<file path="config.mk">
export PLATFORM = sky130hd
export DESIGN_NAME = dvs_ctrl
export DESIGN_NICKNAME = d
export VERILOG_FILES = /design/src/rtl/dvs_pkg.sv /design/src/rtl/dvs_ctrl.sv
export SDC_FILE = /design/constraint.sdc
export NUM_CORES = 1
export LEC_CHECK = 0
export BUFFER_PORTS_ARGS = -buffer_cell sky130_fd_sc_hd__buf_2
export CAP_MARGIN = 20
export CORE_UTILIZATION = 53
export DETAILED_ROUTE_END_ITERATION = 12
export PLACE_DENSITY = 0.76
export REMOVE_ABC_BUFFERS = 1
export SYNTH_ARGS = -nofsm -noshare
export SYNTH_HDL_FRONTEND = slang
export SYNTH_SLANG_ARGS = --single-unit
</file>
<file path="constraint.sdc">
create_clock -name clk -period 3.4 [get_ports clk]
set_input_delay 0.51 -clock clk [delete_from_list [all_inputs] [get_ports clk]]
set_output_delay 0.51 -clock clk [all_outputs]
set_load 0.01 [all_outputs]
</file>
<file path="src/rtl/dvs_pkg.sv">
// Constants for the dynamic voltage scaling control block
package dvs_pkg;
   // -------------------------------------------------------------
   // Register map
   // -------------------------------------------------------------
   localparam logic [7:0] ADDR_FLOOR    = 8'h00;
   localparam logic [7:0] ADDR_ROOF     = 8'h01;
   localparam logic [7:0] ADDR_MODE     = 8'h02;
   localparam logic [7:0] ADDR_RAMP     = 8'h03;
   localparam logic [7:0] UNMAPPED_READ = 8'hff;

   // -------------------------------------------------------------
   // Field positions
   // -------------------------------------------------------------
   localparam int STEP_MSB      = 5;
   localparam int LIGHT_OPT_BIT = 6;
   localparam int SOFT_EN_BIT   = 7;
   localparam int RAMP_CODE_MSB = 2;
   localparam int STRATEGY_BIT  = 6;
   localparam int GO_BIT        = 7;
   localparam int FLOOR_MODE_LSB = 0;
   localparam int ROOF_MODE_LSB  = 2;

   // -------------------------------------------------------------
   // Reset values and encodings
   // -------------------------------------------------------------
   localparam logic [5:0] FLOOR_CODE_RST = 6'h00;
   localparam logic [5:0] ROOF_CODE_RST  = 6'h10;
   localparam logic       LIGHT_OPT_RST  = 1'b1;
   localparam logic       SOFT_EN_RST    = 1'b1;
   localparam logic [2:0] SINGLE_STEP    = 3'h7;
   localparam logic       STRATEGY_RST   = 1'b0;
   localparam logic [7:0] MODE_RST       = 8'h00;
   localparam logic [1:0] MODE_PWM       = 2'h0;

   // Step size in microvolts: 12500 standard, 25000 coarse variant
   localparam int STEP_UV_FINE   = 12500;
   localparam int STEP_UV_COARSE = 25000;

   // -------------------------------------------------------------
   // Timing
   // -------------------------------------------------------------
   localparam int CLK_PERIOD_PS = 5000;
   localparam int MICROSTEP_NS  = 1000;
   localparam int MICROSTEP_CYC = (MICROSTEP_NS * 1000 + CLK_PERIOD_PS - 1) / CLK_PERIOD_PS;

   typedef enum logic [2:0] {
      SEQ_IDLE = 3'b001,
      SEQ_RAMP = 3'b010,
      SEQ_DROP = 3'b100
   } seq_state_t;
endpackage : dvs_pkg

</file>
<file path="src/rtl/dvs_ctrl.sv">
// Output voltage selection, ramp sequencing, power good and enable gating
`timescale 1ns/1ps
`default_nettype none
module dvs_ctrl #(
   parameter int unsigned STEP_BASE_CYC = dvs_pkg::MICROSTEP_CYC
) (
   // Clock and reset
   input  wire logic       clk,
   input  wire logic       srst,
   // Register port from the serial engine
   input  wire logic [7:0] reg_addr,
   input  wire logic [7:0] reg_wdata,
   input  wire logic       reg_wr,
   input  wire logic       reg_rd,
   output logic      [7:0] reg_rdata,
   // Pins and analog status
   input  wire logic       voltage_select_pin,
   input  wire logic       enable_pin,
   input  wire logic       output_undervolt,
   input  wire logic       pfm_pulsing,
   // Converter control
   output logic      [5:0] output_step_code,
   output logic            power_good_output,
   output logic            converter_on,
   output logic            light_skip_inductor_opt
);
   import dvs_pkg::*;

   // -------------------------------------------------------------
   // Pin synchronisers
   // -------------------------------------------------------------
   logic [3:0] sync_a;
   logic [3:0] sync_b;
   always_ff @(posedge clk) begin
      if (srst) begin
         sync_a <= 4'h0;
         sync_b <= 4'h0;
      end else begin
         sync_a <= {pfm_pulsing, output_undervolt, enable_pin, voltage_select_pin};
         sync_b <= sync_a;
      end
   end
   wire voltage_select_pin_s  = sync_b[0];
   wire en_s    = sync_b[1];
   wire uv_s    = sync_b[2];
   wire pulse_s = sync_b[3];

   // -------------------------------------------------------------
   // Registers
   // -------------------------------------------------------------
   logic [5:0] floor_step_code;
   logic [5:0] roof_step_code;
   logic       converter_soft_enable;
   logic [7:0] operating_mode_config;
   logic [2:0] ramp_rate_code;
   logic       scaling_strategy_select;
   logic       go;
   logic [5:0] sw_target;
   seq_state_t state;
   seq_state_t next_state;
   logic [15:0] tick;

   // Writes dropped while the enable pin is low
   wire wr_ok    = reg_wr && en_s;
   wire wr_floor = wr_ok && reg_addr == ADDR_FLOOR;
   wire wr_roof  = wr_ok && reg_addr == ADDR_ROOF;
   wire wr_voltage_select_pin  = wr_floor || wr_roof;
   wire wr_mode  = wr_ok && reg_addr == ADDR_MODE;
   wire wr_ramp  = wr_ok && reg_addr == ADDR_RAMP;

   wire hw_mode  = scaling_strategy_select;
   wire go_set   = wr_ramp && reg_wdata[GO_BIT] && !reg_wdata[STRATEGY_BIT];
   wire multi    = ramp_rate_code != SINGLE_STEP;

   // Target selection
   wire [5:0] hw_target = voltage_select_pin_s ? roof_step_code : floor_step_code;
   wire [5:0] target    = hw_mode ? hw_target : sw_target;
   wire [1:0] floor_mode = operating_mode_config[FLOOR_MODE_LSB +: 2];
   wire [1:0] roof_mode  = operating_mode_config[ROOF_MODE_LSB +: 2];
   wire [1:0] tgt_mode   = (hw_mode && !voltage_select_pin_s) ? floor_mode : roof_mode;
   wire       at_target  = output_step_code == target;
   wire       going_up   = target > output_step_code;
   wire       go_done    = go && state == SEQ_IDLE && at_target;

   // Micro-step spacing doubles for each code below the single-step code
   function automatic logic [15:0] step_gap(input logic [2:0] code);
      step_gap = 16'(STEP_BASE_CYC << (3'h6 - code));
   endfunction : step_gap

   always_ff @(posedge clk) begin
      if (srst) begin
         floor_step_code         <= FLOOR_CODE_RST;
         roof_step_code          <= ROOF_CODE_RST;
         light_skip_inductor_opt <= LIGHT_OPT_RST;
         converter_soft_enable   <= SOFT_EN_RST;
         operating_mode_config   <= MODE_RST;
         ramp_rate_code          <= SINGLE_STEP;
         scaling_strategy_select <= STRATEGY_RST;
      end else begin
         if (wr_floor) begin
            floor_step_code <= reg_wdata[STEP_MSB:0];
         end
         if (wr_roof) begin
            roof_step_code <= reg_wdata[STEP_MSB:0];
         end
         if (wr_voltage_select_pin) begin
            light_skip_inductor_opt <= reg_wdata[LIGHT_OPT_BIT];
            converter_soft_enable   <= reg_wdata[SOFT_EN_BIT];
         end
         if (wr_mode) begin
            operating_mode_config <= reg_wdata;
         end
         if (wr_ramp) begin
            ramp_rate_code          <= reg_wdata[RAMP_CODE_MSB:0];
            scaling_strategy_select <= reg_wdata[STRATEGY_BIT];
         end
      end
   end

   // A go write in the same cycle as completion keeps go set
   always_ff @(posedge clk) begin
      if (srst) begin
         go        <= 1'b0;
         sw_target <= ROOF_CODE_RST;
      end else begin
         if (go_set) begin
            go        <= 1'b1;
            sw_target <= roof_step_code;
         end else if (go_done || hw_mode) begin
            go <= 1'b0;
         end
      end
   end

   // -------------------------------------------------------------
   // Read port
   // -------------------------------------------------------------
   wire [7:0] voltage_select_pin_hi = {converter_soft_enable, light_skip_inductor_opt, 6'h00};
   wire [7:0] rd_mux =
      reg_addr == ADDR_FLOOR ? (voltage_select_pin_hi | {2'h0, floor_step_code}) :
      reg_addr == ADDR_ROOF  ? (voltage_select_pin_hi | {2'h0, roof_step_code})  :
      reg_addr == ADDR_MODE  ? operating_mode_config :
      reg_addr == ADDR_RAMP  ? {go, scaling_strategy_select, 3'h0, ramp_rate_code} :
      UNMAPPED_READ;

   always_ff @(posedge clk) begin
      if (srst) begin
         reg_rdata <= UNMAPPED_READ;
      end else if (reg_rd) begin
         reg_rdata <= rd_mux;
      end
   end

   // -------------------------------------------------------------
   // Ramp sequencer
   // -------------------------------------------------------------
   // Software strategy holds the present code until go is set
   wire want_move = !at_target && (hw_mode || go);
   wire tick_zero = tick == 16'h0000;

   always_comb begin
      next_state = state;
      case (state)
         SEQ_IDLE: begin
            if (want_move && multi) begin
               next_state = SEQ_RAMP;
            end else if (want_move && !going_up && tgt_mode != MODE_PWM) begin
               next_state = SEQ_DROP;
            end
         end
         SEQ_RAMP: begin
            if (!multi || (tick_zero && (output_step_code + (going_up ? 6'h1 : 6'h3f)) == target)
                || at_target) begin
               next_state = SEQ_IDLE;
            end
         end
         SEQ_DROP: begin
            if (pulse_s) begin
               next_state = SEQ_IDLE;
            end
         end
         default: next_state = SEQ_IDLE;
      endcase
   end

   always_ff @(posedge clk) begin
      if (srst) begin
         state            <= SEQ_IDLE;
         tick             <= 16'h0000;
         output_step_code <= FLOOR_CODE_RST;
      end else begin
         state <= next_state;
         if (state == SEQ_IDLE && want_move) begin
            tick <= step_gap(ramp_rate_code);
            if (!multi) begin
               output_step_code <= target;
            end
         end else if (state == SEQ_RAMP && !at_target) begin
            if (tick_zero) begin
               tick             <= step_gap(ramp_rate_code);
               output_step_code <= going_up ? output_step_code + 6'h1
                                            : output_step_code - 6'h1;
            end else begin
               tick <= tick - 16'h0001;
            end
         end
      end
   end

   // -------------------------------------------------------------
   // Power good and enable
   // -------------------------------------------------------------
   always_ff @(posedge clk) begin
      if (srst) begin
         power_good_output <= 1'b0;
         converter_on      <= 1'b0;
      end else begin
         power_good_output <= next_state == SEQ_IDLE && state == SEQ_IDLE
                              && !uv_s;
         converter_on      <= en_s && converter_soft_enable;
      end
   end
endmodule : dvs_ctrl
`default_nettype wire

</file>
==> flow_metrics.env <==
export IMPL_async_reset_ff_share_pct=0
export IMPL_finish_utilization_pct=63.3
export IMPL_critPathMaxFanout=6
export IMPL_largest_clock_skew_in_the_final_design_ns=0.00755
export IMPL_global_route_overflow_total=0
export IMPL_floorplan_core_area_sq_mm=0.00737
export IMPL_cts_num_sinks=76
export IMPL_synth_main_ff_cell="sky130_fd_sc_hd__dfxtp_1"
export IMPL_drv_max_cap_violation_count=0
export IMPL_shortest_clock_period_the_worst_path_allows_after_layout_ns=3.26
export IMPL_nets=560
export IMPL_dpl_cell_count=606
export IMPL_grt_pass1_vias=3368
export IMPL_per_instance_average_area_after_synthesis_sq_um=8.62
export IMPL_yosys_area_top_type_share_pct=37.2
export IMPL_finalHoldViolations=0
export IMPL_tightestPinTransition_ns=0.919
export IMPL_min_delay_start="enable_pin"
export IMPL_placement_io_buffers=40
export IMPL_place_hpwl_mm=6.78
export IMPL_cts_made_buffers=9
export IMPL_cts_hold_buffers_added=0
export IMPL_postSynthRegisterBits=76
export IMPL_grt_max_degree=55
export IMPL_cts_max_path_buffers=2
export IMPL_use_met3_pct=6.94
export IMPL_setup_violations_final=0
export IMPL_outcome="finished clean"
export IMPL_globalplace_congestion=0.882
export IMPL_synthDistinctLibCells=58
export IMPL_fp_dieW_um=89.8
export IMPL_yosys_warnings=0
export IMPL_routed_wirelength_mm=9.48
export IMPL_power_density_mw_per_mm2=362
export IMPL_std_cell_rows=31
export IMPL_synthesis_area_sq_mm=0.00409
export IMPL_synth_cells=474
export IMPL_fmaxAchievable_mhz=307
export IMPL_die_area_sq_mm=0.00806
export IMPL_ys_top_cells_by_area="sky130_fd_sc_hd__dfxtp_1 (37%), sky130_fd_sc_hd__mux2i_1 (8.6%), sky130_fd_sc_hd__ha_1 (5.2%), sky130_fd_sc_hd__nor2_1 (4.6%), sky130_fd_sc_hd__a21oi_1 (4.4%)"
export IMPL_grt_total_usage_pct=24.6
export IMPL_globalRouteMet2Util_pct=42.1
export IMPL_synth_top_area_cell="sky130_fd_sc_hd__dfxtp_1"
export IMPL_total_via_count_in_the_routed_design=3596
export IMPL_synth_yosys_seq_area_share_pct=37.2
export IMPL_antenna_cells=0
export IMPL_final_fill_count=624
export IMPL_number_of_flops_mapped_to_enable_cells_by_yosys=0
export IMPL_detailedRoute_firstPassIterationCount=5
export IMPL_p_leak_nw=1.87
export IMPL_start_util_pct=55.4
export IMPL_detail_route_antenna_nets=0
export IMPL_timing_hold_worst_class="in2reg"
export IMPL_slew_violations=0
export IMPL_worst_setup_hold_path_clk_slew_ns=0.08
export IMPL_area_growth_pct=14.3
export IMPL_worst_skew_late_latency_ns=0.36
export IMPL_use_met1_pct=30.2
export IMPL_total_power_mw=1.69
export IMPL_fin_cells=622
export IMPL_cts_root_buffer="sky130_fd_sc_hd__clkbuf_8"
export IMPL_clock_tree_htree_level_count=3
export IMPL_critical_path_class="reg2reg"
export IMPL_worstSetupStartpoint="sync_b[0]"
export IMPL_drt_vias_per_instance=5.78
export IMPL_ios=41
export IMPL_worst_setup_path_end_kind="flop"
export IMPL_power_ir_vdd_worst_uv=246
export IMPL_antenna_found_initial=0
export IMPL_timing_critical_path_arrival_ns=3.51
export IMPL_route_detailed_wl_per_inst_um=15.2
export IMPL_dieHeight_um=89.8
export IMPL_grt_setup_unrepaired="true"
export IMPL_route_detailed_drc=0
export IMPL_top_usage_layer="met2"
export IMPL_dr_first_iter_drc_count=197
export IMPL_grt_first_pass_wirelength_mm=16.0
export IMPL_startpoint_type="flop"
export IMPL_cp_required_ns=3.65
export IMPL_timing_rr_start="sync_b[0]"
export IMPL_clock_tree_from_tritoncts="built"
export IMPL_min_period_over_period_pct=95.8
export IMPL_max_slew_margin_rel_pct=38.7
export IMPL_post_route_cells_drive_above_1_share_pct=17.8
## where the power goes
part           internal, mW  total (mW)  switching (mW)
Clock                 0.364       0.725           0.362
Combinational        0.0266      0.0651          0.0385
Sequential            0.895       0.897         0.00267
Total                  1.28        1.69           0.403
## worst paths after layout
path                             endpoint  slack, ns  cells past startpoint
worst max-delay path             state[1]       0.14                     17
worst min-delay path            sync_a[1]       0.35                      2
worst max register to register   state[1]       0.14                     17
worst min register to register  sync_b[1]       0.45                      1
## routing by layer
metal	share of wire (%)	wire, um	up-vias
li1	-	-	1777
met1	45	4300	1700
met2	49	4610	108
met3	4.9	465	11
met4	1.1	108	0
met5	0	0	-
## per-stage QoR
stage	worst slack, ns	hold slack [ns]	area, sq um	setup TNS [ns]
floorplan	-0.0647	0.414	3970	-0.183
global placement	0.0562	0.423	4430	0
detailed placement	-0.0892	0.428	4430	-0.0910
CTS	0.00728	0.351	4640	0
global route	-0.0375	0.341	4670	-0.0586
finish	0.142	0.354	4670	0
## logic make-up (layout without fill, tap and decap cells)
| logic type | after synthesis | after routing | synth area share, % |
|---|---|---|---|
| buffers and inverters | 46 | 95 | 4.78 |
| AND/OR/NAND/NOR | 176 | 176 | 22.9 |
| adder cells (fa/ha/maj) | 18 | 18 | 5.70 |
| AO/OA/AOI/OAI | 105 | 105 | 15.9 |
| XOR/XNOR | 15 | 15 | 3.22 |
| flip-flops | 76 | 76 | 37.2 |
| multiplexers | 38 | 38 | 10.2 |
## flip-flops by register name (all words and copies together), names as in the netlist
register	flops
ramp_rate_code	3
converter_soft_enable	1
output_step_code	6
power_good_output	1
converter_on	1
operating_mode_config	8
light_skip_inductor_opt	1
tick	16
roof_step_code	6
sw_target	6
sync_a	4
sync_b	4
hw_mode	1
reg_rdata	8
go	1
floor_step_code	6
state	3
## critical path, stage by stage, from the launching register on
cell	delay, ns
sky130_fd_sc_hd__dfxtp_4	0.40
sky130_fd_sc_hd__buf_4	0.14
sky130_fd_sc_hd__mux2i_1	0.22
sky130_fd_sc_hd__a21oi_2	0.10
sky130_fd_sc_hd__ha_1	0.31
sky130_fd_sc_hd__nor2b_1	0.14
sky130_fd_sc_hd__o21ai_0	0.14
sky130_fd_sc_hd__nand3_1	0.12
sky130_fd_sc_hd__nand2_2	0.12
sky130_fd_sc_hd__inv_1	0.08
sky130_fd_sc_hd__fa_2	0.36
sky130_fd_sc_hd__nor2b_1	0.11
sky130_fd_sc_hd__o21ai_0	0.08
sky130_fd_sc_hd__nand2b_1	0.12
sky130_fd_sc_hd__xor2_2	0.18
sky130_fd_sc_hd__xnor2_1	0.14
sky130_fd_sc_hd__nand4b_1	0.14
sky130_fd_sc_hd__o31a_1	0.26
## area by class of cell
| cell class | count | area (sq um) | share of cell area [%] |
|---|---|---|---|
| Clock inverter | 6 | 71.3 | 1.53 |
| Timing Repair Buffer | 58 | 335 | 7.18 |
| Clock buffer | 10 | 138 | 2.95 |
| Tap cell | 99 | 124 | 2.65 |
| Sequential cell | 76 | 1530 | 32.7 |
| Multi-Input combinational cell | 352 | 2390 | 51.3 |
| Inverter | 21 | 78.8 | 1.69 |
## what timing repair did
| action | CTS | global route |
|---|---|---|
| pin swaps | 0 | 2 |
| setup endpoints to repair | 2 | 8 |
| buffers inserted | 0 | 0 |
| resized for setup | 2 | 10 |
## synthesized netlist by cell type, drive strengths merged, types with 3 or more instances
master   instances
a211o            4
a211oi          10
a21oi           36
a31oi            3
and3             4
and4             3
buf              6
clkbuf          19
dfxtp           76
ha              17
inv             21
mux2i           35
mux4             3
nand2           31
nand2b          14
nand3           16
nand4            4
nor2            51
nor2b           17
nor3            13
nor4             6
o2111ai          3
o211ai           3
o21a             4
o21ai           24
o22ai            5
o31ai            3
xnor2           13
## cell usage in the layout, fill, tap and decap left out, types with 3 or more instances in the layout
cell / count
sky130_fd_sc_hd__o21ai_0: 20
sky130_fd_sc_hd__o211ai_1: 3
sky130_fd_sc_hd__nor3_1: 12
sky130_fd_sc_hd__xnor2_1: 13
sky130_fd_sc_hd__mux4_2: 3
sky130_fd_sc_hd__mux2i_1: 35
sky130_fd_sc_hd__o21a_1: 4
sky130_fd_sc_hd__a211oi_1: 10
sky130_fd_sc_hd__o22ai_1: 5
sky130_fd_sc_hd__buf_2: 40
sky130_fd_sc_hd__and4_1: 3
sky130_fd_sc_hd__nand3_1: 15
sky130_fd_sc_hd__a211o_1: 4
sky130_fd_sc_hd__nand2b_1: 14
sky130_fd_sc_hd__ha_1: 17
sky130_fd_sc_hd__and3_1: 3
sky130_fd_sc_hd__nand2_1: 30
sky130_fd_sc_hd__a21oi_1: 35
sky130_fd_sc_hd__o21ai_1: 3
sky130_fd_sc_hd__inv_1: 21
sky130_fd_sc_hd__nor2_1: 50
sky130_fd_sc_hd__nor4_1: 5
sky130_fd_sc_hd__clkbuf_8: 10
sky130_fd_sc_hd__nand4_1: 4
sky130_fd_sc_hd__o31ai_1: 3
sky130_fd_sc_hd__dfxtp_1: 74
sky130_fd_sc_hd__o2111ai_1: 3
sky130_fd_sc_hd__buf_4: 18
sky130_fd_sc_hd__nor2b_1: 17
Note: power is estimated with default switching activity, not from simulation.
